File: src/hw/adcc_pkg.sv
/*
 * Constants shared by the converter control block: register indices, field positions,
 * conversion beat count and readback sequence codes.
 * Assumes a single synchronous system clock and a host that programs both registers before use.
 */
package adcc_pkg;
	localparam int ADCC_BUS_W = 10;
	localparam int ADCC_CFG_W = 8;
	localparam logic [1:0] ADCC_IDX_MODE_CFG = 2'h0;
	localparam logic [1:0] ADCC_IDX_OUT_CFG = 2'h1;
	localparam int ADCC_INPUT_TYPE_BIT = 4;
	localparam int ADCC_MODE_CONT_BIT = 3;
	localparam int ADCC_MODE_DUAL_BIT = 2;
	localparam int ADCC_CHSEL_HI_BIT = 1;
	localparam int ADCC_CHSEL_LO_BIT = 0;
	localparam int ADCC_POWER_DOWN_BIT = 7;
	localparam logic [7:0] ADCC_MODE_CFG_RESET = 8'h00;
	localparam logic [7:0] ADCC_OUT_CFG_RESET = 8'h00;
	localparam logic [7:0] ADCC_MODE_CFG_ZERO_MASK = 8'h00;
	localparam logic [7:0] ADCC_OUT_CFG_ZERO_MASK = 8'h00;
	localparam logic [2:0] ADCC_CONV_BEATS = 3'h5;
	typedef enum logic [1:0]
	{
		ADCC_RB_FIRST = 2'b00,
		ADCC_RB_SECOND = 2'b01,
		ADCC_RB_DONE = 2'b10
	} adcc_rb_t;
endpackage

File: src/hw/adcc_chan_dec.sv
/*
 * Decodes the mode and channel configuration into analog input enables and mode flags.
 * Assumes the configuration register value is stable between host writes.
 */
`timescale 1ns/10ps
module adcc_chan_dec
	import adcc_pkg::*;
(
	// Configuration.
	input wire logic [ADCC_CFG_W-1:0] i_mode_cfg,
	// Decoded selection.
	output logic [3:0] o_chan_en,
	output logic o_dual,
	output logic o_continuous,
	output logic o_bipolar
);
	logic diff;
	logic hi;
	logic lo;

	always_comb
	begin
		diff = i_mode_cfg[ADCC_INPUT_TYPE_BIT];
		hi = i_mode_cfg[ADCC_CHSEL_HI_BIT];
		lo = i_mode_cfg[ADCC_CHSEL_LO_BIT];
		o_dual = i_mode_cfg[ADCC_MODE_DUAL_BIT];
		o_continuous = i_mode_cfg[ADCC_MODE_CONT_BIT];
		o_bipolar = diff;
		// Pair A sits on inputs one and two, pair B on three and four.
		if (o_dual && diff)
			o_chan_en = 4'hF;
		else if (o_dual)
			o_chan_en = lo ? 4'hA : 4'h5;
		else if (diff)
			o_chan_en = hi ? 4'hC : 4'h3;
		else
			o_chan_en = 4'h1 << {hi, lo};
	end
endmodule // adcc_chan_dec

File: src/hw/adcc_ctrl.sv
/*
 * Converter control top: parallel host bus with two configuration registers,
 * power-down readback, conversion sequencing and end-of-conversion output.
 * Assumes all pins are synchronous to i_clk_sys and the conversion clock is sampled as a level.
 */
`timescale 1ns/10ps
module adcc_ctrl
	import adcc_pkg::*;
(
	// Clock and reset.
	input wire logic i_clk_sys,
	input wire logic i_reset,
	// Host bus strobes.
	input wire logic i_cs_n,
	input wire logic i_rd_n,
	input wire logic i_wr_n,
	input wire logic i_sample_trigger_n,
	// Data bus pin.
	input wire logic [ADCC_BUS_W-1:0] i_data,
	output logic [ADCC_BUS_W-1:0] o_data,
	output logic o_data_oe,
	// End-of-conversion open-drain pin.
	output logic o_eoc_n,
	output logic o_eoc_oe,
	// Analog core.
	input wire logic i_conversion_clock,
	input wire logic [1:0] i_result_pair,
	output logic o_conv_busy,
	output logic [3:0] o_chan_en,
	output logic o_dual,
	output logic o_continuous,
	output logic o_bipolar,
	output logic o_power_down
);
	logic [3:0] rise;
	logic [3:0] fall;
	logic cs_fall;
	logic cs_rise;
	logic rd_fall;
	logic rd_rise;
	logic wr_rise;
	logic trig_rise;
	logic clk_fall;
	logic cs_low;
	logic [ADCC_CFG_W-1:0] mode_cfg_q;
	logic [ADCC_CFG_W-1:0] out_cfg_q;
	logic pd_q;
	adcc_rb_t rb_q;
	logic busy_q;
	logic [2:0] beat_q;
	logic [7:0] acc_q;
	logic [ADCC_BUS_W-1:0] result_q;
	logic eoc_q;
	logic [ADCC_BUS_W-1:0] data_d;
	logic [ADCC_BUS_W-1:0] data_q;
	logic start;
	logic last_beat;
	logic [ADCC_BUS_W-1:0] word;
	logic [3:0] chan_en;
	logic dual;
	logic cont;
	logic bip;
	logic [2:0] fall_cnt_q;

	// The conversion clock is treated as a slow level so each level must hold for at least one system clock to show an edge.
	adcc_edge #(
		.N(4)
	) u_edge (
		.i_clk_sys(i_clk_sys),
		.i_reset(i_reset),
		.i_level({i_conversion_clock, i_sample_trigger_n, i_wr_n, i_rd_n}),
		.o_rise(rise),
		.o_fall(fall)
	);

	adcc_edge #(
		.N(1)
	) u_cs_edge (
		.i_clk_sys(i_clk_sys),
		.i_reset(i_reset),
		.i_level(i_cs_n),
		.o_rise(cs_rise),
		.o_fall(cs_fall)
	);

	adcc_chan_dec u_dec (
		.i_mode_cfg(mode_cfg_q),
		.o_chan_en(chan_en),
		.o_dual(dual),
		.o_continuous(cont),
		.o_bipolar(bip)
	);

	assign cs_low = ~i_cs_n;
	assign rd_fall = fall[0] & cs_low;
	assign rd_rise = rise[0];
	assign wr_rise = rise[1] & cs_low;
	assign trig_rise = rise[2];
	assign clk_fall = fall[3];
	assign pd_q = out_cfg_q[ADCC_POWER_DOWN_BIT];
	// The trigger pin works without chip select; a read fall in power-down is ignored.
	assign start = ~pd_q & (rd_fall | trig_rise);
	assign last_beat = busy_q & clk_fall & (beat_q == ADCC_CONV_BEATS - 3'h1);
	assign word = {acc_q, i_result_pair};

	// Configuration write: index in the top two bits, all eight data bits at once.
	always_ff @(posedge i_clk_sys)
	begin
		if (i_reset)
		begin
			mode_cfg_q <= ADCC_MODE_CFG_RESET;
			out_cfg_q <= ADCC_OUT_CFG_RESET;
		end
		else if (wr_rise)
		begin
			if (i_data[9:8] == ADCC_IDX_MODE_CFG)
				mode_cfg_q <= i_data[7:0] & ~ADCC_MODE_CFG_ZERO_MASK;
			else if (i_data[9:8] == ADCC_IDX_OUT_CFG)
				out_cfg_q <= i_data[7:0] & ~ADCC_OUT_CFG_ZERO_MASK;
		end
	end

	// Readback walks the two registers on read rising edges while powered down.
	always_ff @(posedge i_clk_sys)
	begin
		if (i_reset || cs_fall || !pd_q)
			rb_q <= ADCC_RB_FIRST;
		else if (rd_rise)
		begin
			case (rb_q)
				ADCC_RB_FIRST: rb_q <= ADCC_RB_SECOND;
				ADCC_RB_SECOND: rb_q <= ADCC_RB_DONE;
				default: rb_q <= ADCC_RB_DONE;
			endcase
		end
	end

	// Conversion sequencer: one pair of bits per falling conversion clock edge.
	always_ff @(posedge i_clk_sys)
	begin
		if (i_reset || cs_fall)
		begin
			busy_q <= 1'b0;
			beat_q <= 3'h0;
			acc_q <= 8'h00;
		end
		else if (start)
		begin
			busy_q <= 1'b1;
			beat_q <= 3'h0;
			acc_q <= 8'h00;
		end
		else if (busy_q && clk_fall)
		begin
			acc_q <= word[7:0];
			beat_q <= beat_q + 3'h1;
			if (last_beat)
				busy_q <= 1'b0;
		end
	end

	// Parallel result word; bipolar results flip the top bit into two's complement.
	always_ff @(posedge i_clk_sys)
	begin
		if (i_reset)
			result_q <= 10'h000;
		else if (last_beat)
			result_q <= bip ? {~word[9], word[8:0]} : word;
	end

	// End of conversion is sticky; a completion in the same cycle as a release wins.
	always_ff @(posedge i_clk_sys)
	begin
		if (i_reset)
			eoc_q <= 1'b0;
		else if (last_beat)
			eoc_q <= 1'b1;
		else if (cs_rise || rd_rise || cs_fall)
			eoc_q <= 1'b0;
	end

	always_comb
	begin
		if (!pd_q)
			data_d = result_q;
		else if (rb_q == ADCC_RB_FIRST)
			data_d = {2'h0, mode_cfg_q};
		else if (rb_q == ADCC_RB_SECOND)
			data_d = {2'h0, out_cfg_q};
		else
			data_d = 10'h000;
	end

	always_ff @(posedge i_clk_sys)
	begin
		if (i_reset)
			data_q <= 10'h000;
		else
			data_q <= data_d;
	end

	// Only reads drive the bus; during a write the host owns it, so driving would contend.
	assign o_data_oe = cs_low & ~i_rd_n & ~i_reset;
	assign o_data = data_q;
	assign o_eoc_n = 1'b0;
	assign o_eoc_oe = eoc_q;
	assign o_conv_busy = busy_q;
	assign o_chan_en = chan_en;
	assign o_dual = dual;
	assign o_continuous = cont;
	assign o_bipolar = bip;
	assign o_power_down = pd_q;

	// Separate count of conversion clock falls, so the beat checks do not lean on the sequencer counter.
	always_ff @(posedge i_clk_sys)
	begin
		if (i_reset || cs_fall || start)
			fall_cnt_q <= 3'h0;
		else if (busy_q && clk_fall)
			fall_cnt_q <= fall_cnt_q + 3'h1;
	end

	property p_five_beats;
		@(posedge i_clk_sys) disable iff (i_reset)
		($fell(busy_q) && !$past(cs_fall) && !$past(i_reset))
			|-> ($past(clk_fall) && $past(fall_cnt_q) == ADCC_CONV_BEATS - 3'h1);
	endproperty

	AST_FIVE_BEATS: assert property (p_five_beats)
		else $error("Conversion dropped busy early.");

	AST_DONE_AT_FIFTH: assert property (@(posedge i_clk_sys) disable iff (i_reset)
		last_beat |-> fall_cnt_q == ADCC_CONV_BEATS - 3'h1)
		else $error("Conversion ended on the wrong beat.");

	AST_RESULT_WORD: assert property (@(posedge i_clk_sys) disable iff (i_reset)
		(last_beat && !bip) |=> result_q == $past(word))
		else $error("Result word not gathered.");

	AST_BIPOLAR: assert property (@(posedge i_clk_sys) disable iff (i_reset)
		(last_beat && bip) |=> result_q[9] != $past(word[9]))
		else $error("Bipolar result not converted.");

	AST_WRITE_MODE: assert property (@(posedge i_clk_sys) disable iff (i_reset)
		(wr_rise && i_data[9:8] == ADCC_IDX_MODE_CFG) |=> mode_cfg_q == $past(i_data[7:0]))
		else $error("Mode register not written.");

	AST_WRITE_OUT: assert property (@(posedge i_clk_sys) disable iff (i_reset)
		(wr_rise && i_data[9:8] == ADCC_IDX_OUT_CFG) |=> out_cfg_q == $past(i_data[7:0]))
		else $error("Output register not written.");

	AST_NO_WRITE_CS_HIGH: assert property (@(posedge i_clk_sys) disable iff (i_reset)
		(i_cs_n && !wr_rise) |=> $stable(mode_cfg_q) && $stable(out_cfg_q))
		else $error("Register changed without a write.");

	AST_PD_NO_START: assert property (@(posedge i_clk_sys) disable iff (i_reset)
		(pd_q && !busy_q && !cs_fall) |=> !busy_q)
		else $error("Conversion started in power-down.");

	AST_OE: assert property (@(posedge i_clk_sys) disable iff (i_reset)
		o_data_oe |-> (!i_cs_n && !i_rd_n))
		else $error("Bus driven outside a read.");

	AST_CS_RESET: assert property (@(posedge i_clk_sys) disable iff (i_reset)
		cs_fall |=> !busy_q && beat_q == 3'h0)
		else $error("Chip select did not reset control.");

	AST_EOC_HOLD: assert property (@(posedge i_clk_sys) disable iff (i_reset)
		(o_eoc_oe && !cs_rise && !rd_rise && !cs_fall) |=> o_eoc_oe)
		else $error("End of conversion released early.");

	AST_READBACK: assert property (@(posedge i_clk_sys) disable iff (i_reset)
		(pd_q && rb_q == ADCC_RB_FIRST && !cs_fall) |=> data_q == {2'h0, $past(mode_cfg_q)})
		else $error("First readback word wrong.");

	AST_DUAL_DIFF: assert property (@(posedge i_clk_sys) disable iff (i_reset)
		(dual && bip) |-> o_chan_en == 4'hF)
		else $error("Dual differential must use both pairs.");

	CV_CONVERSION: cover property (@(posedge i_clk_sys) disable iff (i_reset) last_beat);
	CV_READBACK: cover property (@(posedge i_clk_sys) disable iff (i_reset)
		pd_q && rd_rise && rb_q == ADCC_RB_SECOND);
	CV_EOC_RELEASE: cover property (@(posedge i_clk_sys) disable iff (i_reset) o_eoc_oe && rd_rise);
endmodule // adcc_ctrl

File: src/hw/adcc_edge.sv
/*
 * Registered edge detector for a group of synchronous input levels.
 * Assumes inputs are already synchronous to the system clock.
 */
`timescale 1ns/10ps
module adcc_edge #(
	parameter int N = 4
) (
	// Clock and reset.
	input wire logic i_clk_sys,
	input wire logic i_reset,
	// Levels and their edges.
	input wire logic [N-1:0] i_level,
	output logic [N-1:0] o_rise,
	output logic [N-1:0] o_fall
);
	logic [N-1:0] prev_q;

	// Reset to all ones since every watched pin idles high.
	always_ff @(posedge i_clk_sys)
	begin
		if (i_reset)
			prev_q <= '1;
		else
			prev_q <= i_level;
	end

	for (genvar g = 0; g < N; g++)
	begin : g_edge
		assign o_rise[g] = i_level[g] & ~prev_q[g];
		assign o_fall[g] = ~i_level[g] & prev_q[g];
	end
endmodule // adcc_edge

File: config.mk
export PLATFORM = sky130hd
export DESIGN_NAME = adcc_ctrl
export DESIGN_NICKNAME = d
export VERILOG_FILES = /design/src/hw/adcc_pkg.sv /design/src/hw/adcc_chan_dec.sv /design/src/hw/adcc_ctrl.sv /design/src/hw/adcc_edge.sv
export SDC_FILE = /design/constraint.sdc
export NUM_CORES = 1
export LEC_CHECK = 0
export BUFFER_PORTS_ARGS = -buffer_cell sky130_fd_sc_hd__buf_2
export CORE_MARGIN = 2
export CORE_UTILIZATION = 45
export CTS_CLUSTER_DIAMETER = 60
export DETAILED_ROUTE_END_ITERATION = 12
export GPL_ROUTABILITY_DRIVEN = 0
export PLACE_DENSITY = 0.67
export SYNTH_ARGS = -nofsm -noshare
export SYNTH_HDL_FRONTEND = slang
export SYNTH_HIERARCHICAL = 1
export SYNTH_SLANG_ARGS = --single-unit
export TNS_END_PERCENT = 1
File: constraint.sdc
create_clock -name i_clk_sys -period 1.8 [get_ports i_clk_sys]
set_clock_uncertainty 0.1 [all_clocks]
set_input_delay 0.27 -clock i_clk_sys [delete_from_list [all_inputs] [get_ports i_clk_sys]]
set_output_delay 0.27 -clock i_clk_sys [all_outputs]
set_load 0.02 [all_outputs]
# Word-level counts from Yosys, hierarchy flattened
# Index checks and enable logic that the tools add are counted.
# word_totals
inputBits	19
ff_bits	56
# classes
shift	1
reduce_logical	16
n_addsub	1
n_eq_ne	3
n_mux	15
bitwise_logic	26
# op_table
cell	count
$mux W10	2
$mux W4	5
$mux W8	2
$and A1 B1 Y1	14
$not A1 Y1	11
$reduce_bool A2 Y1	3
$mux W1	5
$eq A2 B1 Y1 const B	2
$logic_not A2 Y1	2
$logic_or A1 B1 Y1	4
$reduce_and A2 Y1	2
$shl A1 B2 Y4 const A	1
$add A3 B1 Y3 const B	1
$eq A3 B3 Y1 const B	1
$reduce_and A3 Y1	1
$logic_and A1 B1 Y1	2
$mux W2	1
$reduce_or A2 Y1	1
$logic_not A1 Y1	1
$or A1 B1 Y1	1

# Longest topological paths before layout
# Gate-level depths: netlist of run 1.
# logic_depth
word_depth	7
ltp_mapped	6
depth_no_buf	5

# By module
# Netlist of run 1, hierarchy kept.
# modules_own_cells
module	area_per_inst_um2	instances	seq_area_each_um2	cells_per_inst
adcc_ctrl	2009.4	1	1021.0	222
adcc_edge at u_edge	160.2	1	80.1	16
adcc_chan_dec	57.6	1	0.0	11
adcc_edge at u_cs_edge	40.0	1	20.0	4

# Worst setup path before layout of run 1
# OpenSTA, ideal clock, no wires.
# synth_timing
path_type	input-to-output
start	input i_reset
end	output o_data_oe
arrival_time_ns	0.968
stages	2
path_slack_ns	0.462
cell_sequence	clkbuf_1 > nor3_1
# synth_via
elab_chain_len	2
# synth_rtl
item	line_no	source
start: declaration	adcc_ctrl.sv:12	input wire logic i_reset,
$not A1 Y1	adcc_ctrl.sv:203	assign o_data_oe = cs_low & ~i_rd_n & ~i_reset;
$and A1 B1 Y1	adcc_ctrl.sv:203	
end: declaration	adcc_ctrl.sv:21	output logic o_data_oe,
# Every way passes these cells.

# Worst setup path after layout of run 1
# layout_timing
start	register mode_cfg_q[4]
end	output o_chan_en[2]
# layout_via
elab_chain_len	3
# layout_rtl
item	line_no	source
start: declaration	adcc_ctrl.sv:45	logic [ADCC_CFG_W-1:0] mode_cfg_q;
start signal: assignment	adcc_ctrl.sv:117	mode_cfg_q <= i_data[7:0] & ~ADCC_MODE_CFG_ZERO_MASK;
$mux W4	adcc_chan_dec.sv:34	else if (diff)
$mux W4	adcc_chan_dec.sv:32	else if (o_dual)
$mux W4 (*)	adcc_chan_dec.sv:30	if (o_dual && diff)
end: declaration	adcc_ctrl.sv:29	output logic [3:0] o_chan_en,
# Every way passes the cells marked *; elsewhere a longest branch is shown, timed or not.

==> impl_metrics.toml, run 1 <==
[clocking]
clk_transition_reported_paths_ns = 0.10
post_cts_buffers = 0
clockBufferDepth = 2
cts.hold.buffers_added = 0
cts_resized = 0
cts_max_level = 2
clock_sinks = 56
numCtsBuffers = 5
cts_tree = "built"
worstSkewPairLatency_ns = 0.31
cts_root_buf = "clkbuf_8"

[critical_path]
critical_path.top_delay_family = "flip-flops"
crit_path_start_kind = "flip-flop"
timing_worst_setup_path_type = "reg -> out"
reg2reg_to = "mode_cfg_q[7]$_SDFFE_PP0P_"
crit_buf_inv = 1
cp_slowest_cell = "dfxtp_1"
max_stage_delay_ns = 0.48
worst_setup_path_end_kind = "primary output"
path_max_fanout = 6
worstPathRequired_ns = 1.43
r2r_start = "u_edge/prev_q[1]$_SDFF_PP1_"
r2r_slack_ns = 0.32
crit_chain = "nor2b_1, nor2_1, buf_2"
worst-r2r-cell-count = 4
cp_data_arrival_time_ns = 1.15

[placement]
io_buffers = 39
post-dp-hpwl_mm = 2.99
post-place-ws_ns = 0.238

[finish]
antenna_cells = 0
final_util = 0.541
fin_nets = 306
drive_above_1_share = 0.224
area_delta_synth_final_pct = 14.4

[die]
dieArea_um2 = 5570
die_w_um = 74.6
die_h_um = 74.6
io_pins = 41
start_util = 0.472
row_count = 25
core_um2 = 4750

[power_and_ir_drop]
p_per_area_nw_per_um2 = 791
p_leak_uw = 0.00107
peakVddDrop_v = 0.000299

[hold_path]
hold_path_depth = 2
hold_end = "u_edge/prev_q[2]$_SDFF_PP1_"
hp-start = "i_sample_trigger_n"
min_path_type = "in -> reg"

[global_routing]
use_met3 = 0.0321
grt_use_total = 0.165
grtUsageMet2 = 0.276
grt.busiest_layer = "met2"
grt_pass1_vias = 1592
grt_pass1_wl_mm = 7.09
met1_usage = 0.209
globalRouteOverflowTotal = 0
grt_antenna_before_repair = 0
grt_max_degree = 39

[timing]
finalCriticalPeriod_ns = 1.52
fin_crit_sh = 0.843
drv_slew = 0
rsz0062_at_grt = "no"
setup_slack_ns = 0.283
tns_ns = 0
fmax_ghz = 0.659
hold_viol_final = 0
setup_viol = 0

[routing]
route.antenna.remaining_nets = 0
drtPass1Iterations = 4
routed_wl_mm = 4.20
wl_per_cell_um = 11.9
via_per_inst = 4.77
routed-via-count = 1685
drt_iter0_drc = 95
drc_errors = 0

[flow_run]
max_cap_violations = 0

[outcome]
status = "completed"

[yosys]
synth_nets = 271
yosysWarnings = 6
synthCells = 250
syn_avg_cell_area_um2 = 8.98
syn-cell-area_um2 = 2250
-- worst max-delay path by stage --
stage / from / slack, ns / cells past startpoint / endpoint
final: mode_cfg_q[4]$_SDFFE_PP0P_ / 0.28 / 3 / o_chan_en[2]
after global routing: mode_cfg_q[4]$_SDFFE_PP0P_ / 0.17 / 3 / o_chan_en[0]
after CTS: mode_cfg_q[4]$_SDFFE_PP0P_ / 0.27 / 3 / o_chan_en[2]
after detailed placement: i_wr_n / 0.24 / 5 / mode_cfg_q[7]$_SDFFE_PP0P_
after global placement: i_wr_n / 0.26 / 5 / mode_cfg_q[6]$_SDFFE_PP0P_
after floorplan: i_reset / 0.46 / 2 / o_data_oe
-- stage by stage --
stage	std cells	cell area [um^2]	power (uW)	hold slack, ns
after global placement	345	2480	1390	0.342
after detailed placement	345	2480	1390	0.344
final	353	2570	2030	0.0552
after floorplan	250	2250	1350	0.267
after CTS	353	2570	2050	0.0491
after global routing	353	2570	2110	0.0533
-- routing by layer --
layer	vias to the layer above	routed length (um)
met5	-	0
met4	0	54
met3	7	206
met2	35	1860
met1	753	2080
li1	890	-
-- power by group --
group	internal, uW	total (uW)	switching, uW
Clock	272	667	395
Combinational	44.0	110	66.3
Sequential	1250	1250	6.37
Total	1560	2030	468
-- sequential cells by signal (all words and copies together) (netlist names) --
register,flops
rb_q,2
beat_q,3
out_cfg_q,8
result_q,10
o_eoc_oe,1
u_edge/prev_q,4
mode_cfg_q,8
acc_q,8
u_cs_edge/prev_q,1
o_data,10
o_conv_busy,1
-- final cells by class --
type	count	area [um^2]
fillers	465	2180
flip-flops and latches	56	1120
multi-input cells	172	1020
repair buffers	45	240
well taps	67	83.8
clock buffers	5	68.8
clock inverters	3	18.8
inverters	5	18.8
-- placed cells by master (no fill, tap or decap), types with 2 or more instances in the layout --
cell type and n:
inv_1 5, or2_1 5, buf_4 6, a21oi_1 29, dfxtp_1 56, mux2_2 7
nor3b_1 3, nor3_1 12, nor2b_1 14, mux2i_1 17, buf_2 39, clkinv_2 2
nor2_1 26, xnor2_1 2, nand2b_1 2, nand3_1 2, ha_1 2, nand2_1 35
clkbuf_8 5, and2b_1 3
Power figures use the tool's default switching activity.
==> run 2, diff against run 1 <==
Clock period 1.8 ns to 1.5 ns, I/O delays scaled along.
==> run 2 against run 1 <==
Net effect:
- total power increased by 23%
- core utilization grew 1.8 points
- cell count rose by 1.4%
- non-clock buffer count is 6 higher
- combinational power increased by 25%
- wire length grew 2.5%
- sequential share of layout area decreased by 1.2 points
- die area unchanged
==> impl_metrics.toml, run 2 (synthesis gave the netlist of run 1 again) <==
[clocking]
post_cts_buffers = 0
cts_max_level = 2
worstSkewPairLatency_ns = 0.30
numCtsBuffers = 5
cts_root_buf = "clkbuf_8"
clk_transition_reported_paths_ns = 0.09
clock_sinks = 56
clockBufferDepth = 2
cts_tree = "built"

[timing]
rsz0062_at_grt = "no"
finalCriticalPeriod_ns = 1.41
hold_viol_final = 0
fmax_ghz = 0.710
hold_slack_ns = 0.0118
tns_ns = 0
setup_viol = 0
fin_crit_sh = 0.939
drv_slew = 0

[critical_path]
timing_worst_setup_path_type = "reg -> out"
r2r_slack_ns = 0.13
worst_setup_path_end_kind = "primary output"
r2r_start = "rb_q[0]$_SDFFE_PP0P_"
worst-r2r-cell-count = 3
crit_path_start_kind = "flip-flop"
critical_path.startpoint = "mode_cfg_q[1]$_SDFFE_PP0P_"
cp_data_arrival_time_ns = 1.08
reg2reg_to = "o_data[4]$_SDFF_PP0_"
path_max_fanout = 4
worstPathRequired_ns = 1.17

[routing]
routed-via-count = 1697
drtPass1Iterations = 4
drc_errors = 0
route.antenna.remaining_nets = 0
routed_wl_mm = 4.30
drt_iter0_drc = 43
via_per_inst = 4.74
wl_per_cell_um = 12.0

[global_routing]
grt_pass1_vias = 1574
grt_use_total = 0.167
globalRouteOverflowTotal = 0
grt_antenna_before_repair = 0
grt_pass1_wl_mm = 7.09
grt_max_degree = 28

[finish]
stdcell_area_um2 = 2650
drive_above_1_share = 0.247
fin_nets = 312
final_util = 0.558
area_delta_synth_final_pct = 18.2
mostFrequentLayoutCell = "dfxtp_1"
mostFrequentLayoutCells = "55 x dfxtp_1, 39 x buf_2, 35 x nand2_1"
antenna_cells = 0

[power_and_ir_drop]
p_total_uw = 2510
p_switching_uw = 541
peakVddDrop_v = 0.000471
clkPwrFrac = 0.345
p_leak_uw = 0.00111
p_sw_frac = 0.216
combPwrFrac = 0.055
intPower_uw = 1970
p_seq_frac = 0.600
p_per_area_nw_per_um2 = 946

[placement]
post-dp-hpwl_mm = 3.11
dpl_cell_area_um2 = 2530
io_buffers = 39

[hold_path]
hold_path_depth = 2
min_path_type = "in -> reg"
hp-start = "i_sample_trigger_n"
hold_end = "u_edge/prev_q[2]$_SDFF_PP1_"

[die]
dieArea_um2 = 5570
die_w_um = 74.6
die_h_um = 74.6
start_util = 0.472
row_count = 25
core_um2 = 4750
io_pins = 41

[flow_run]
max_cap_violations = 0

[outcome]
status = "completed"
## run 2: area by class of cell
| class | count | area [um^2] |
|---|---|---|
| fillers | 457 | 2100 |
| inverters | 5 | 18.8 |
| multi-input cells | 172 | 1030 |
| repair buffers | 51 | 300 |
| flip-flops and latches | 56 | 1120 |
| well taps | 67 | 83.8 |
| clock buffers | 7 | 96.3 |
## run 2: layer usage
metal	GRT usage	part of all wire	up-vias
met5	0	0	-
met1	0.215	0.50	762
met3	0.0402	0.037	5
met4	0.0655	0.013	0
met2	0.272	0.45	28
li1	-	-	902
## run 2: stage by stage
stage	std cells	worst slack (ns)
floorplan	250	0.177
global placement	350	0.0196
detailed placement	350	0.0101
CTS	358	0.0354
global route	358	0.00778
finish	358	0.0914
## run 2: critical path: stages (launching register included)
cell,delay [ns]
dfxtp_1,0.34
nor2b_2,0.16
nor2_1,0.10
buf_2,0.17
## run 2: how the worst max path moves through the flow
stage,depth (start not counted),to
floorplan,5,mode_cfg_q[4]$_SDFFE_PP0P_
global placement,5,mode_cfg_q[3]$_SDFFE_PP0P_
detailed placement,5,mode_cfg_q[3]$_SDFFE_PP0P_
CTS,4,mode_cfg_q[3]$_SDFFE_PP0P_
global route,3,o_chan_en[0]
finish,3,o_chan_en[1]
## run 2: power by group through the flow
stage | registers, uW | clock network [uW] | logic, uW
floorplan | 1540 | 0 | 78.6
global route | 1510 | 952 | 155
global placement | 1540 | 0 | 137
finish | 1500 | 866 | 138
detailed placement | 1540 | 0 | 137
CTS | 1510 | 900 | 139
## run 2: timing repair
item,CTS,global route
resized for setup,1,4
pin swaps,0,0
hold buffers,1,0
endpoints found under the setup margin,4,11
hold endpoints to repair,1,0
